<file path="src/design/nfh_consts.vh">
`ifndef NFH_CONSTS_VH
`define NFH_CONSTS_VH

// page geometry
`define NFH_PAGE_BYTES 2176
`define NFH_MAIN_BYTES 2048
`define NFH_SPARE_BYTES 128
`define NFH_PAGES_PER_BLOCK 64
`define NFH_BLOCKS 2048
// address layout
`define NFH_ADDR_CYCLES 3'd5
`define NFH_COL_HI_MASK 8'h0F
`define NFH_ROW_TOP_MASK 8'h01
// command codes
`define NFH_CMD_READ1 8'h00
`define NFH_CMD_READ2 8'h30
`define NFH_CMD_COLCHG1 8'h05
`define NFH_CMD_COLCHG2 8'hE0
`define NFH_CMD_CACHE_NEXT 8'h31
`define NFH_CMD_CACHE_LAST 8'h3F
`define NFH_CMD_PROG1 8'h80
`define NFH_CMD_PROG2 8'h10
`define NFH_CMD_PROG_CACHE 8'h15
`define NFH_CMD_PROG_MULTI1 8'h11
`define NFH_CMD_PROG_MULTI2 8'h81
`define NFH_CMD_PROG_COLCHG 8'h85
`define NFH_CMD_COPY_READ 8'h3A
`define NFH_CMD_COPY_PROG 8'h8C
`define NFH_CMD_ERASE1 8'h60
`define NFH_CMD_ERASE2 8'hD0
`define NFH_CMD_ID 8'h90
`define NFH_CMD_STATUS 8'h70
`define NFH_CMD_STATUS_MULTI 8'h71
`define NFH_CMD_RESET 8'hFF
// request kinds on the user port
`define NFH_OP_READ 2'd0
`define NFH_OP_CACHE_NEXT 2'd1
`define NFH_OP_CACHE_LAST 2'd2
`define NFH_OP_COLCHG 2'd3
// timing, in ns, and clock period
`define NFH_CLK_NS 100
`define NFH_FETCH_NS 25000
`define NFH_CACHE_BUSY_NS 25000
`define NFH_FETCH_CYC ((`NFH_FETCH_NS + `NFH_CLK_NS - 1) / `NFH_CLK_NS)
`define NFH_CACHE_BUSY_CYC ((`NFH_CACHE_BUSY_NS + `NFH_CLK_NS - 1) / `NFH_CLK_NS)
// strobe phase length in clocks
`define NFH_PHASE_CYC 2'd1
`define NFH_TMO_W 16

`endif

</file>
<file path="src/design/nfh_fifo_mem.v">
module nfh_fifo_mem #(
    parameter WIDTH = 8,
    parameter AW = 3
) (
    // clock
    input wire mclk,
    // write side
    input wire wr_en,
    input wire [AW-1:0] wr_addr,
    input wire [WIDTH-1:0] wr_data,
    // read side
    input wire [AW-1:0] rd_addr,
    output reg [WIDTH-1:0] rd_data_ff
);
    reg [WIDTH-1:0] mem [0:(1<<AW)-1];

    always @(posedge mclk) begin
        if (wr_en) begin
            mem[wr_addr] <= wr_data;
        end
        rd_data_ff <= mem[rd_addr];
    end
endmodule // nfh_fifo_mem

</file>
<file path="src/design/nfh_fifo.v">
module nfh_fifo #(
    parameter WIDTH = 8,
    parameter DEPTH = 8,
    parameter AW = 3
) (
    // clock and reset
    input wire mclk,
    input wire sys_rst,
    // fill side
    input wire in_valid,
    output wire in_ready,
    input wire [WIDTH-1:0] in_data,
    // drain side
    output reg out_valid_ff,
    input wire out_ready,
    output wire [WIDTH-1:0] out_data
);
    reg [AW:0] wr_ptr_ff;
    reg [AW:0] rd_ptr_ff;
    wire [AW:0] used = wr_ptr_ff - rd_ptr_ff;
    // the word on show still sits in its slot, so it counts as held
    wire [AW:0] held = used + {{AW{1'b0}}, out_valid_ff};
    wire full = (held == DEPTH[AW:0]);
    wire has_word = (used != {(AW+1){1'b0}});
    // one word is held in the memory output register
    wire take = has_word && (!out_valid_ff || out_ready);
    wire push = in_valid && !full;
    // re-read the shown word while stalled so the output stays put
    wire [AW:0] shown_ptr = take ? rd_ptr_ff : rd_ptr_ff - 1'b1;

    assign in_ready = !full;

    nfh_fifo_mem #(.WIDTH(WIDTH), .AW(AW)) u_mem (
        .mclk(mclk),
        .wr_en(push),
        .wr_addr(wr_ptr_ff[AW-1:0]),
        .wr_data(in_data),
        .rd_addr(shown_ptr[AW-1:0]),
        .rd_data_ff(out_data)
    );

    always @(posedge mclk) begin
        if (sys_rst) begin
            wr_ptr_ff <= {(AW+1){1'b0}};
            rd_ptr_ff <= {(AW+1){1'b0}};
            out_valid_ff <= 1'b0;
        end else begin
            if (push) begin
                wr_ptr_ff <= wr_ptr_ff + 1'b1;
            end
            if (take) begin
                rd_ptr_ff <= rd_ptr_ff + 1'b1;
                out_valid_ff <= 1'b1;
            end else if (out_ready) begin
                out_valid_ff <= 1'b0;
            end
        end
    end
endmodule // nfh_fifo

</file>
<file path="src/design/nfh_host.v">
`include "nfh_consts.vh"

module nfh_host #(
    parameter FETCH_CYC = `NFH_FETCH_CYC,
    parameter CACHE_CYC = `NFH_CACHE_BUSY_CYC,
    parameter DEPTH = 8
) (
    // clock and reset
    input wire mclk,
    input wire sys_rst,
    // user request
    input wire req_valid,
    input wire [1:0] req_op,
    input wire [11:0] req_col,
    input wire [16:0] req_row,
    input wire [11:0] req_len,
    output reg req_ready_ff,
    // user read data
    output reg [7:0] rd_data_ff,
    output reg rd_valid_ff,
    input wire rd_ready,
    output reg done_ff,
    output reg timeout_ff,
    // flash pins
    output reg chip_sel_n_ff,
    output reg cmd_latch_ff,
    output reg addr_latch_ff,
    output reg write_strobe_n_ff,
    output reg read_strobe_n_ff,
    output reg write_prot_n_ff,
    input wire [7:0] byte_port_in,
    output reg [7:0] byte_port_out_ff,
    output reg byte_port_oe_ff,
    input wire ready_busy_out
);
    localparam S_IDLE = 3'd0;
    localparam S_SEND = 3'd1;
    localparam S_WAIT = 3'd2;
    localparam S_READ = 3'd3;
    localparam S_DONE = 3'd4;

    reg [2:0] state_ff;
    reg [2:0] nxt_state;
    // byte sequence to send: up to 8 entries, kind 0 cmd 1 addr
    reg [7:0] seq_byte_ff [0:7];
    reg [7:0] seq_addr_ff;
    reg [2:0] seq_last_ff;
    reg [2:0] seq_idx_ff;
    reg [1:0] phase_ff;
    reg [11:0] left_ff;
    reg wait_busy_ff;
    reg [`NFH_TMO_W-1:0] tmo_ff;
    reg [`NFH_TMO_W-1:0] tmo_lim_ff;
    reg rd_phase_ff;
    reg fifo_in_valid_ff;
    reg [7:0] fifo_in_data_ff;
    wire fifo_in_ready;
    wire fifo_out_valid;
    wire [7:0] fifo_out_data;
    wire pop = fifo_out_valid && (!rd_valid_ff || rd_ready);
    integer i;

    function [11:0] clip_len;
        input [11:0] col;
        input [11:0] len;
        reg [12:0] room;
        begin
            // never read past the spare area end
            room = 13'd`NFH_PAGE_BYTES - {1'b0, col};
            if ({1'b0, len} > room) begin
                clip_len = room[11:0];
            end else begin
                clip_len = len;
            end
        end
    endfunction

    // second column cycle, upper four lines low
    function [7:0] col_hi;
        input [11:0] col;
        begin
            col_hi = {4'h0, col[11:8]};
        end
    endfunction

    nfh_fifo #(.WIDTH(8), .DEPTH(DEPTH), .AW(3)) u_fifo (
        .mclk(mclk),
        .sys_rst(sys_rst),
        .in_valid(fifo_in_valid_ff),
        .in_ready(fifo_in_ready),
        .in_data(fifo_in_data_ff),
        .out_valid_ff(fifo_out_valid),
        .out_ready(!rd_valid_ff || rd_ready),
        .out_data(fifo_out_data)
    );

    always @* begin
        nxt_state = state_ff;
        case (state_ff)
            S_IDLE: if (req_valid && req_ready_ff) nxt_state = S_SEND;
            S_SEND: if (phase_ff == 2'd3 && seq_idx_ff == seq_last_ff) nxt_state = S_WAIT;
            S_WAIT: begin
                if (timeout_ff) begin
                    nxt_state = S_DONE;
                end else if (!wait_busy_ff && ready_busy_out) begin
                    nxt_state = (left_ff == 12'd0) ? S_DONE : S_READ;
                end
            end
            S_READ: if (left_ff == 12'd0 && !rd_phase_ff) nxt_state = S_DONE;
            S_DONE: nxt_state = S_IDLE;
            default: nxt_state = S_IDLE;
        endcase
    end

    always @(posedge mclk) begin
        if (sys_rst) begin
            state_ff <= S_IDLE;
            req_ready_ff <= 1'b0;
            rd_data_ff <= 8'h00;
            rd_valid_ff <= 1'b0;
            done_ff <= 1'b0;
            timeout_ff <= 1'b0;
            chip_sel_n_ff <= 1'b1;
            cmd_latch_ff <= 1'b0;
            addr_latch_ff <= 1'b0;
            write_strobe_n_ff <= 1'b1;
            read_strobe_n_ff <= 1'b1;
            write_prot_n_ff <= 1'b0;
            byte_port_out_ff <= 8'h00;
            byte_port_oe_ff <= 1'b0;
            seq_addr_ff <= 8'h00;
            seq_last_ff <= 3'd0;
            seq_idx_ff <= 3'd0;
            phase_ff <= 2'd0;
            left_ff <= 12'd0;
            wait_busy_ff <= 1'b0;
            tmo_ff <= {`NFH_TMO_W{1'b0}};
            tmo_lim_ff <= {`NFH_TMO_W{1'b0}};
            rd_phase_ff <= 1'b0;
            fifo_in_valid_ff <= 1'b0;
            fifo_in_data_ff <= 8'h00;
            for (i = 0; i < 8; i = i + 1) begin
                seq_byte_ff[i] <= 8'h00;
            end
        end else begin
            state_ff <= nxt_state;
            done_ff <= 1'b0;
            fifo_in_valid_ff <= 1'b0;
            // write protect stays low; this host only reads
            write_prot_n_ff <= 1'b0;
            if (pop) begin
                rd_data_ff <= fifo_out_data;
                rd_valid_ff <= 1'b1;
            end else if (rd_ready) begin
                rd_valid_ff <= 1'b0;
            end
            case (state_ff)
                S_IDLE: begin
                    req_ready_ff <= 1'b1;
                    chip_sel_n_ff <= 1'b1;
                    if (req_valid && req_ready_ff) begin
                        req_ready_ff <= 1'b0;
                        timeout_ff <= 1'b0;
                        chip_sel_n_ff <= 1'b0;
                        seq_idx_ff <= 3'd0;
                        phase_ff <= 2'd0;
                        left_ff <= clip_len(req_col, req_len);
                        wait_busy_ff <= 1'b1;
                        tmo_ff <= {`NFH_TMO_W{1'b0}};
                        tmo_lim_ff <= (req_op == `NFH_OP_READ) ? FETCH_CYC[`NFH_TMO_W-1:0]
                            : CACHE_CYC[`NFH_TMO_W-1:0];
                        case (req_op)
                            `NFH_OP_READ: begin
                                // 00h, five address bytes, 30h; not relied on
                                seq_byte_ff[0] <= `NFH_CMD_READ1;
                                seq_byte_ff[1] <= req_col[7:0];
                                seq_byte_ff[2] <= col_hi(req_col);
                                // page bits in low six bits
                                seq_byte_ff[3] <= req_row[7:0];
                                seq_byte_ff[4] <= req_row[15:8];
                                seq_byte_ff[5] <= {7'h00, req_row[16]};
                                seq_byte_ff[6] <= `NFH_CMD_READ2;
                                seq_addr_ff <= 8'h3E;
                                seq_last_ff <= 3'd6;
                            end
                            `NFH_OP_CACHE_NEXT: begin
                                // next page to cache, column restarts at 0
                                seq_byte_ff[0] <= `NFH_CMD_CACHE_NEXT;
                                seq_addr_ff <= 8'h00;
                                seq_last_ff <= 3'd0;
                                left_ff <= clip_len(12'd0, req_len);
                            end
                            `NFH_OP_CACHE_LAST: begin
                                seq_byte_ff[0] <= `NFH_CMD_CACHE_LAST;
                                seq_addr_ff <= 8'h00;
                                seq_last_ff <= 3'd0;
                                left_ff <= clip_len(12'd0, req_len);
                            end
                            default: begin
                                seq_byte_ff[0] <= `NFH_CMD_COLCHG1;
                                seq_byte_ff[1] <= req_col[7:0];
                                seq_byte_ff[2] <= col_hi(req_col);
                                seq_byte_ff[3] <= `NFH_CMD_COLCHG2;
                                seq_addr_ff <= 8'h06;
                                seq_last_ff <= 3'd3;
                                wait_busy_ff <= 1'b0;
                            end
                        endcase
                    end
                end
                S_SEND: begin
                    phase_ff <= phase_ff + 2'd1;
                    case (phase_ff)
                        2'd0: begin
                            cmd_latch_ff <= !seq_addr_ff[seq_idx_ff];
                            addr_latch_ff <= seq_addr_ff[seq_idx_ff];
                            byte_port_out_ff <= seq_byte_ff[seq_idx_ff];
                            byte_port_oe_ff <= 1'b1;
                        end
                        2'd1: write_strobe_n_ff <= 1'b0;
                        2'd2: write_strobe_n_ff <= 1'b1;
                        default: begin
                            cmd_latch_ff <= 1'b0;
                            addr_latch_ff <= 1'b0;
                            byte_port_oe_ff <= 1'b0;
                            seq_idx_ff <= seq_idx_ff + 3'd1;
                        end
                    endcase
                end
                S_WAIT: begin
                    // strobes idle high while busy; nothing else sent
                    write_strobe_n_ff <= 1'b1;
                    read_strobe_n_ff <= 1'b1;
                    // busy seen first, then its release
                    if (wait_busy_ff) begin
                        if (!ready_busy_out) begin
                            wait_busy_ff <= 1'b0;
                        end
                    end
                    tmo_ff <= tmo_ff + 1'b1;
                    if (tmo_ff >= tmo_lim_ff && !(ready_busy_out && !wait_busy_ff)) begin
                        timeout_ff <= 1'b1;
                    end
                end
                S_READ: begin
                    // strobe low, then sample on rising; FIFO must have room
                    if (!rd_phase_ff) begin
                        if (left_ff != 12'd0 && fifo_in_ready && !fifo_in_valid_ff) begin
                            read_strobe_n_ff <= 1'b0;
                            rd_phase_ff <= 1'b1;
                        end
                    end else begin
                        read_strobe_n_ff <= 1'b1;
                        rd_phase_ff <= 1'b0;
                        fifo_in_valid_ff <= 1'b1;
                        fifo_in_data_ff <= byte_port_in;
                        left_ff <= left_ff - 12'd1;
                    end
                end
                S_DONE: begin
                    // user issues next command only after done
                    done_ff <= 1'b1;
                end
                default: ;
            endcase
        end
    end
endmodule // nfh_host

</file>
<file path="config.mk">
export PLATFORM = sky130hd
export DESIGN_NAME = nfh_host
export DESIGN_NICKNAME = d
export VERILOG_FILES = /design/src/design/nfh_fifo_mem.v /design/src/design/nfh_fifo.v /design/src/design/nfh_host.v
export VERILOG_INCLUDE_DIRS = /design/src /design/src/design
export SDC_FILE = /design/constraint.sdc
export NUM_CORES = 1
export LEC_CHECK = 0
export BUFFER_PORTS_ARGS = -buffer_cell sky130_fd_sc_hd__clkbuf_2
export CAP_MARGIN = 20
export CORE_UTILIZATION = 60
export DETAILED_ROUTE_END_ITERATION = 10
export GPL_TIMING_DRIVEN = 0
export PLACE_DENSITY = 0.8
export SLEW_MARGIN = 25
export SYNTH_ARGS = -nofsm -noshare
export SYNTH_HDL_FRONTEND = slang
export SYNTH_SLANG_ARGS = --single-unit
</file>
<file path="constraint.sdc">
create_clock -name mclk -period 4.9 [get_ports mclk]
set_clock_uncertainty 0.1 [all_clocks]
set_input_delay 0.49 -clock mclk [delete_from_list [all_inputs] [get_ports mclk]]
set_output_delay 0.49 -clock mclk [all_outputs]
set_load 0.005 [all_outputs]
</file>
==> reports/metrics.csv <==
stage;metric;value;unit
clocking;clock buffer count from CTS;17;
clocking;post-CTS setup buffer count;0;
synth;Synth Register Bits;192;
synth;multiplexer share of the synthesized area;3.93;%
critical_path;CP Launch Type;register;
floorplanning;Die Height;132;µm
clocking;cts repair resizes;0;
clocking;htree depth;4;
timing;Final Hold Fails;0;
critical_path;Worst EP required;5.09;ns
timing;crit share post-route;91.4;%
hold_path;Hold Crit Depth;3;
synth;fraction of registers with async set/reset;0;%
synth;syn avg cell area;9.74;µm²
routing;Routed Antenna Nets;0;
timing;Final min period;4.48;ns
synth;EDFF count, synth;97;
synth;Main synth FF type;edfxtp_1;
layout;final std cells w/o fill;1377;
hold_path;hold crit path type;in2reg;
pwr;maximum VDD drop;0.305;mV
floorplanning;num ports;83;
timing;worst-margin pin slew;0.915;ns
routing;Remaining DRCs;0;
routing;final wirelength;25800;µm
critical_path;Crit. End Element;register;
global_route;Total Routing Usage GR;30.2;%
timing;final setup violation count;0;
pwr;Clock power frac;25.4;%
critical_path;Reg2Reg Depth;13;
placed_design;placed cells;1345;
clocking;CTS tree;done;
timing;Final Slew Violations;0;
floorplanning;initial core utilization;61.3;%
pwr;logic gate share of total power;38.6;%
floorplanning;total core area;16600;µm²
floorplanning;Die Span X;132;µm
layout;area of the multi-input gates;4960;µm²
synth;most common library cells after synthesis;138 x nor2_1, 97 x edfxtp_1, 95 x dfxtp_1;
synth;largest family of logic cells by synthesized area;compound AO/OA/AOI/OAI gates;
critical_path;Worst EP arrival;4.67;ns
placed_design;port bufs;81;
layout;fraction of layout cells with a size suffix above 1;12.5;%
synth;Post-Syn Area;10200;µm²
critical_path;R2R Setup Slk;0.42;ns
synth;adder-cell share of the synthesized area;4.88;%
placed_design;Final GP Congestion;0.891;
critical_path;CP max FO;10;
floorplanning;row cnt;47;
pwr;switching portion of total power;37.7;%
status;status;complete, no violations;
global_route;grt total ovfl;0;
timing;Slew HR;37.3;%
layout;Seq. cell area;4810;µm²
critical_path;WS Path Type;reg2reg;
synth;dominant cells by area after synthesis;edfxtp_1 29%, dfxtp_1 19%, a221oi_1 5.6%;
pwr;Psw;2080;µW
global_route;initial antenna violation count;0;
floorplanning;die footprint;17500;µm²
synth;yosys warns;0;
timing;final worst slack;0.421;ns
pwr;Seq pwr share;36.0;%
synth;post-synthesis simple-gate area fraction;17.5;%
global_route;vias in the first global route;7980;
global_route;largest net degree at the start of global routing;18;
layout;# fillers;1275;
clocking;CTS root buffer;clkbuf_16;
layout;diodes inserted;0;
layout;Final nets;1239;
routing;vias per std cell;6.37;
timing;Peak Freq;223;MHz
synth;cell taking the most area after synthesis;edfxtp_1;
routing;wire per inst;18.7;µm
layout;synth-to-layout area growth;12.8;%
placed_design;Final HPWL DP;18800;µm
timing;TNS Setup;0;ns
clocking;hold buffers post-CTS;0;
pwr;PwrDens;481;nW/µm²
routing;via count;8773;
clocking;worst skew pair latency;0.44;ns
synth;Syn Inst Count;1043;
clocking;CTS Sinks;192;
synth;most common cell in the netlist;nor2_1;
synth;complex-gate fraction of the synthesized area;20.1;%
synth;synthesized net count;1138;
pwr;Leak Pwr;0.00436;µW
routing;starting DRC count in detailed routing;1185;
synth;Synth Area in XOR/XNOR;2.24;%
routing;drt first pass iters;5;
synth;post-synth cell types;73;
timing;hold_ws;0.168;ns
synth;Seq/Total Area, Yosys;47.4;%
timing;unrepaired setup endpoints after global routing;no;
run;max-cap viol count;0;
synth;post-synth top area share;28.7;%
global_route;global-route wire length before repair;41200;µm
clocking;Clock Tree Buf Depth;2;
clocking;CTS clk-pin slew, worst paths;0.07;ns
pwr;Pint;3440;µW
placed_design;dpl ws;0.592;ns
worst max-delay path, stage by stage, from the launching register on:
cell      delay, ns
dfxtp_1        0.31
clkbuf_1       0.31
clkinv_1       0.36
clkbuf_1       0.38
ha_1           0.46
xor2_1         0.22
and3_1         0.20
buf_2          0.16
a31oi_2        0.23
buf_4          0.21
nor3_1         0.06
a31oi_1        0.68
nor3_1         0.19
nor4_1         0.45
layout by cell type (no fill, tap or decap), types with 8 or more instances in the layout:
master / Yosys / routed
nand3_1: 27 / 27
inv_1: 36 / 36
a221o_1: 19 / 19
nor4_1: 18 / 18
and3_1: 18 / 18
nand2_1: 78 / 78
o2bb2ai_1: 9 / 9
and2_1: 20 / 20
a22o_1: 8 / 8
mux2i_1: 23 / 23
nand2b_1: 11 / 11
o211ai_1: 8 / 8
o21ai_0: 17 / 17
xnor2_1: 12 / 12
a21oi_1: 67 / 67
a31oi_1: 8 / 8
clkbuf_1: 60 / 60
ha_1: 38 / 38
dfxtp_1: 95 / 95
edfxtp_1: 97 / 97
a211oi_1: 16 / 16
xor2_1: 14 / 14
nor2_1: 138 / 138
a221oi_1: 65 / 65
nor3_1: 25 / 23
clkbuf_2: 0 / 81
clkbuf_16: 0 / 17
path summary, 6_finish.rpt:
kind / start / endpoint
max: u_fifo.rd_ptr_ff[2] / u_fifo.u_mem.rd_data_ff[5]
min reg2reg: u_fifo.u_mem.rd_data_ff[0] / rd_data_ff[0]
max reg2reg: u_fifo.rd_ptr_ff[2] / u_fifo.u_mem.rd_data_ff[5]
min: byte_port_in[4] / fifo_in_data_ff[4]
logic make-up after synthesis:
kind of cell / Yosys count
mux: 34
other cells: 1
buf+inv: 104
simple gates: 375
flops: 192
fa+ha+maj: 39
compound gates: 272
xor+xnor: 26
state kept, by name, indices dropped and copies added, names as in the netlist, 4 cells and up:
| signal | flops |
|---|---|
| tmo_ff | 16 |
| u_fifo.rd_ptr_ff | 4 |
| rd_data_ff | 8 |
| byte_port_out_ff | 8 |
| u_fifo.u_mem.rd_data_ff | 8 |
| seq_byte_ff | 34 |
| left_ff | 12 |
| u_fifo.u_mem.mem | 64 |
| u_fifo.wr_ptr_ff | 4 |
| fifo_in_data_ff | 8 |
routing by layer:
layer	global-route usage (%)	vias up	share of wire, %
met2	46.9	444	46
met3	5.46	46	8.3
met1	42.2	4124	44
met5	0	-	0
li1	-	4159	-
met4	11.5	0	2.0
metrics by stage:
| step | total power, µW | utilization (%) | cell area [µm²] |
|---|---|---|---|
| 6_report | 5520 | 69.1 | 11500 |
| 2_1_floorplan | 3490 | - | 10200 |
| 3_5_place_dp | 4080 | 65.5 | 10900 |
| 5_1_grt | 5810 | 69.1 | 11500 |
| 3_3_place_gp | 4020 | 65.4 | 10800 |
| 4_1_cts | 5460 | 69.1 | 11500 |
power by group through the flow:
stage                     Sequential [µW]  Clock, µW  Combinational [µW]
final                                1990       1400                2130
after global routing                 2010       1470                2340
after global placement               2010          0                2010
after floorplan                      1990          0                1500
after CTS                            1980       1410                2080
after detailed placement             2020          0                2060
area by class of cell:
class,instances,share of cell area [%]
plain buffers,67,2.31
clock buffers,18,3.83
clock inverters,14,1.32
inverters,37,1.21
multi-input cells,747,43.3
flip-flops and latches,192,42.0
well taps,220,2.40
repair buffers,82,3.63
No activity file was read; power rests on OpenSTA's default activity.
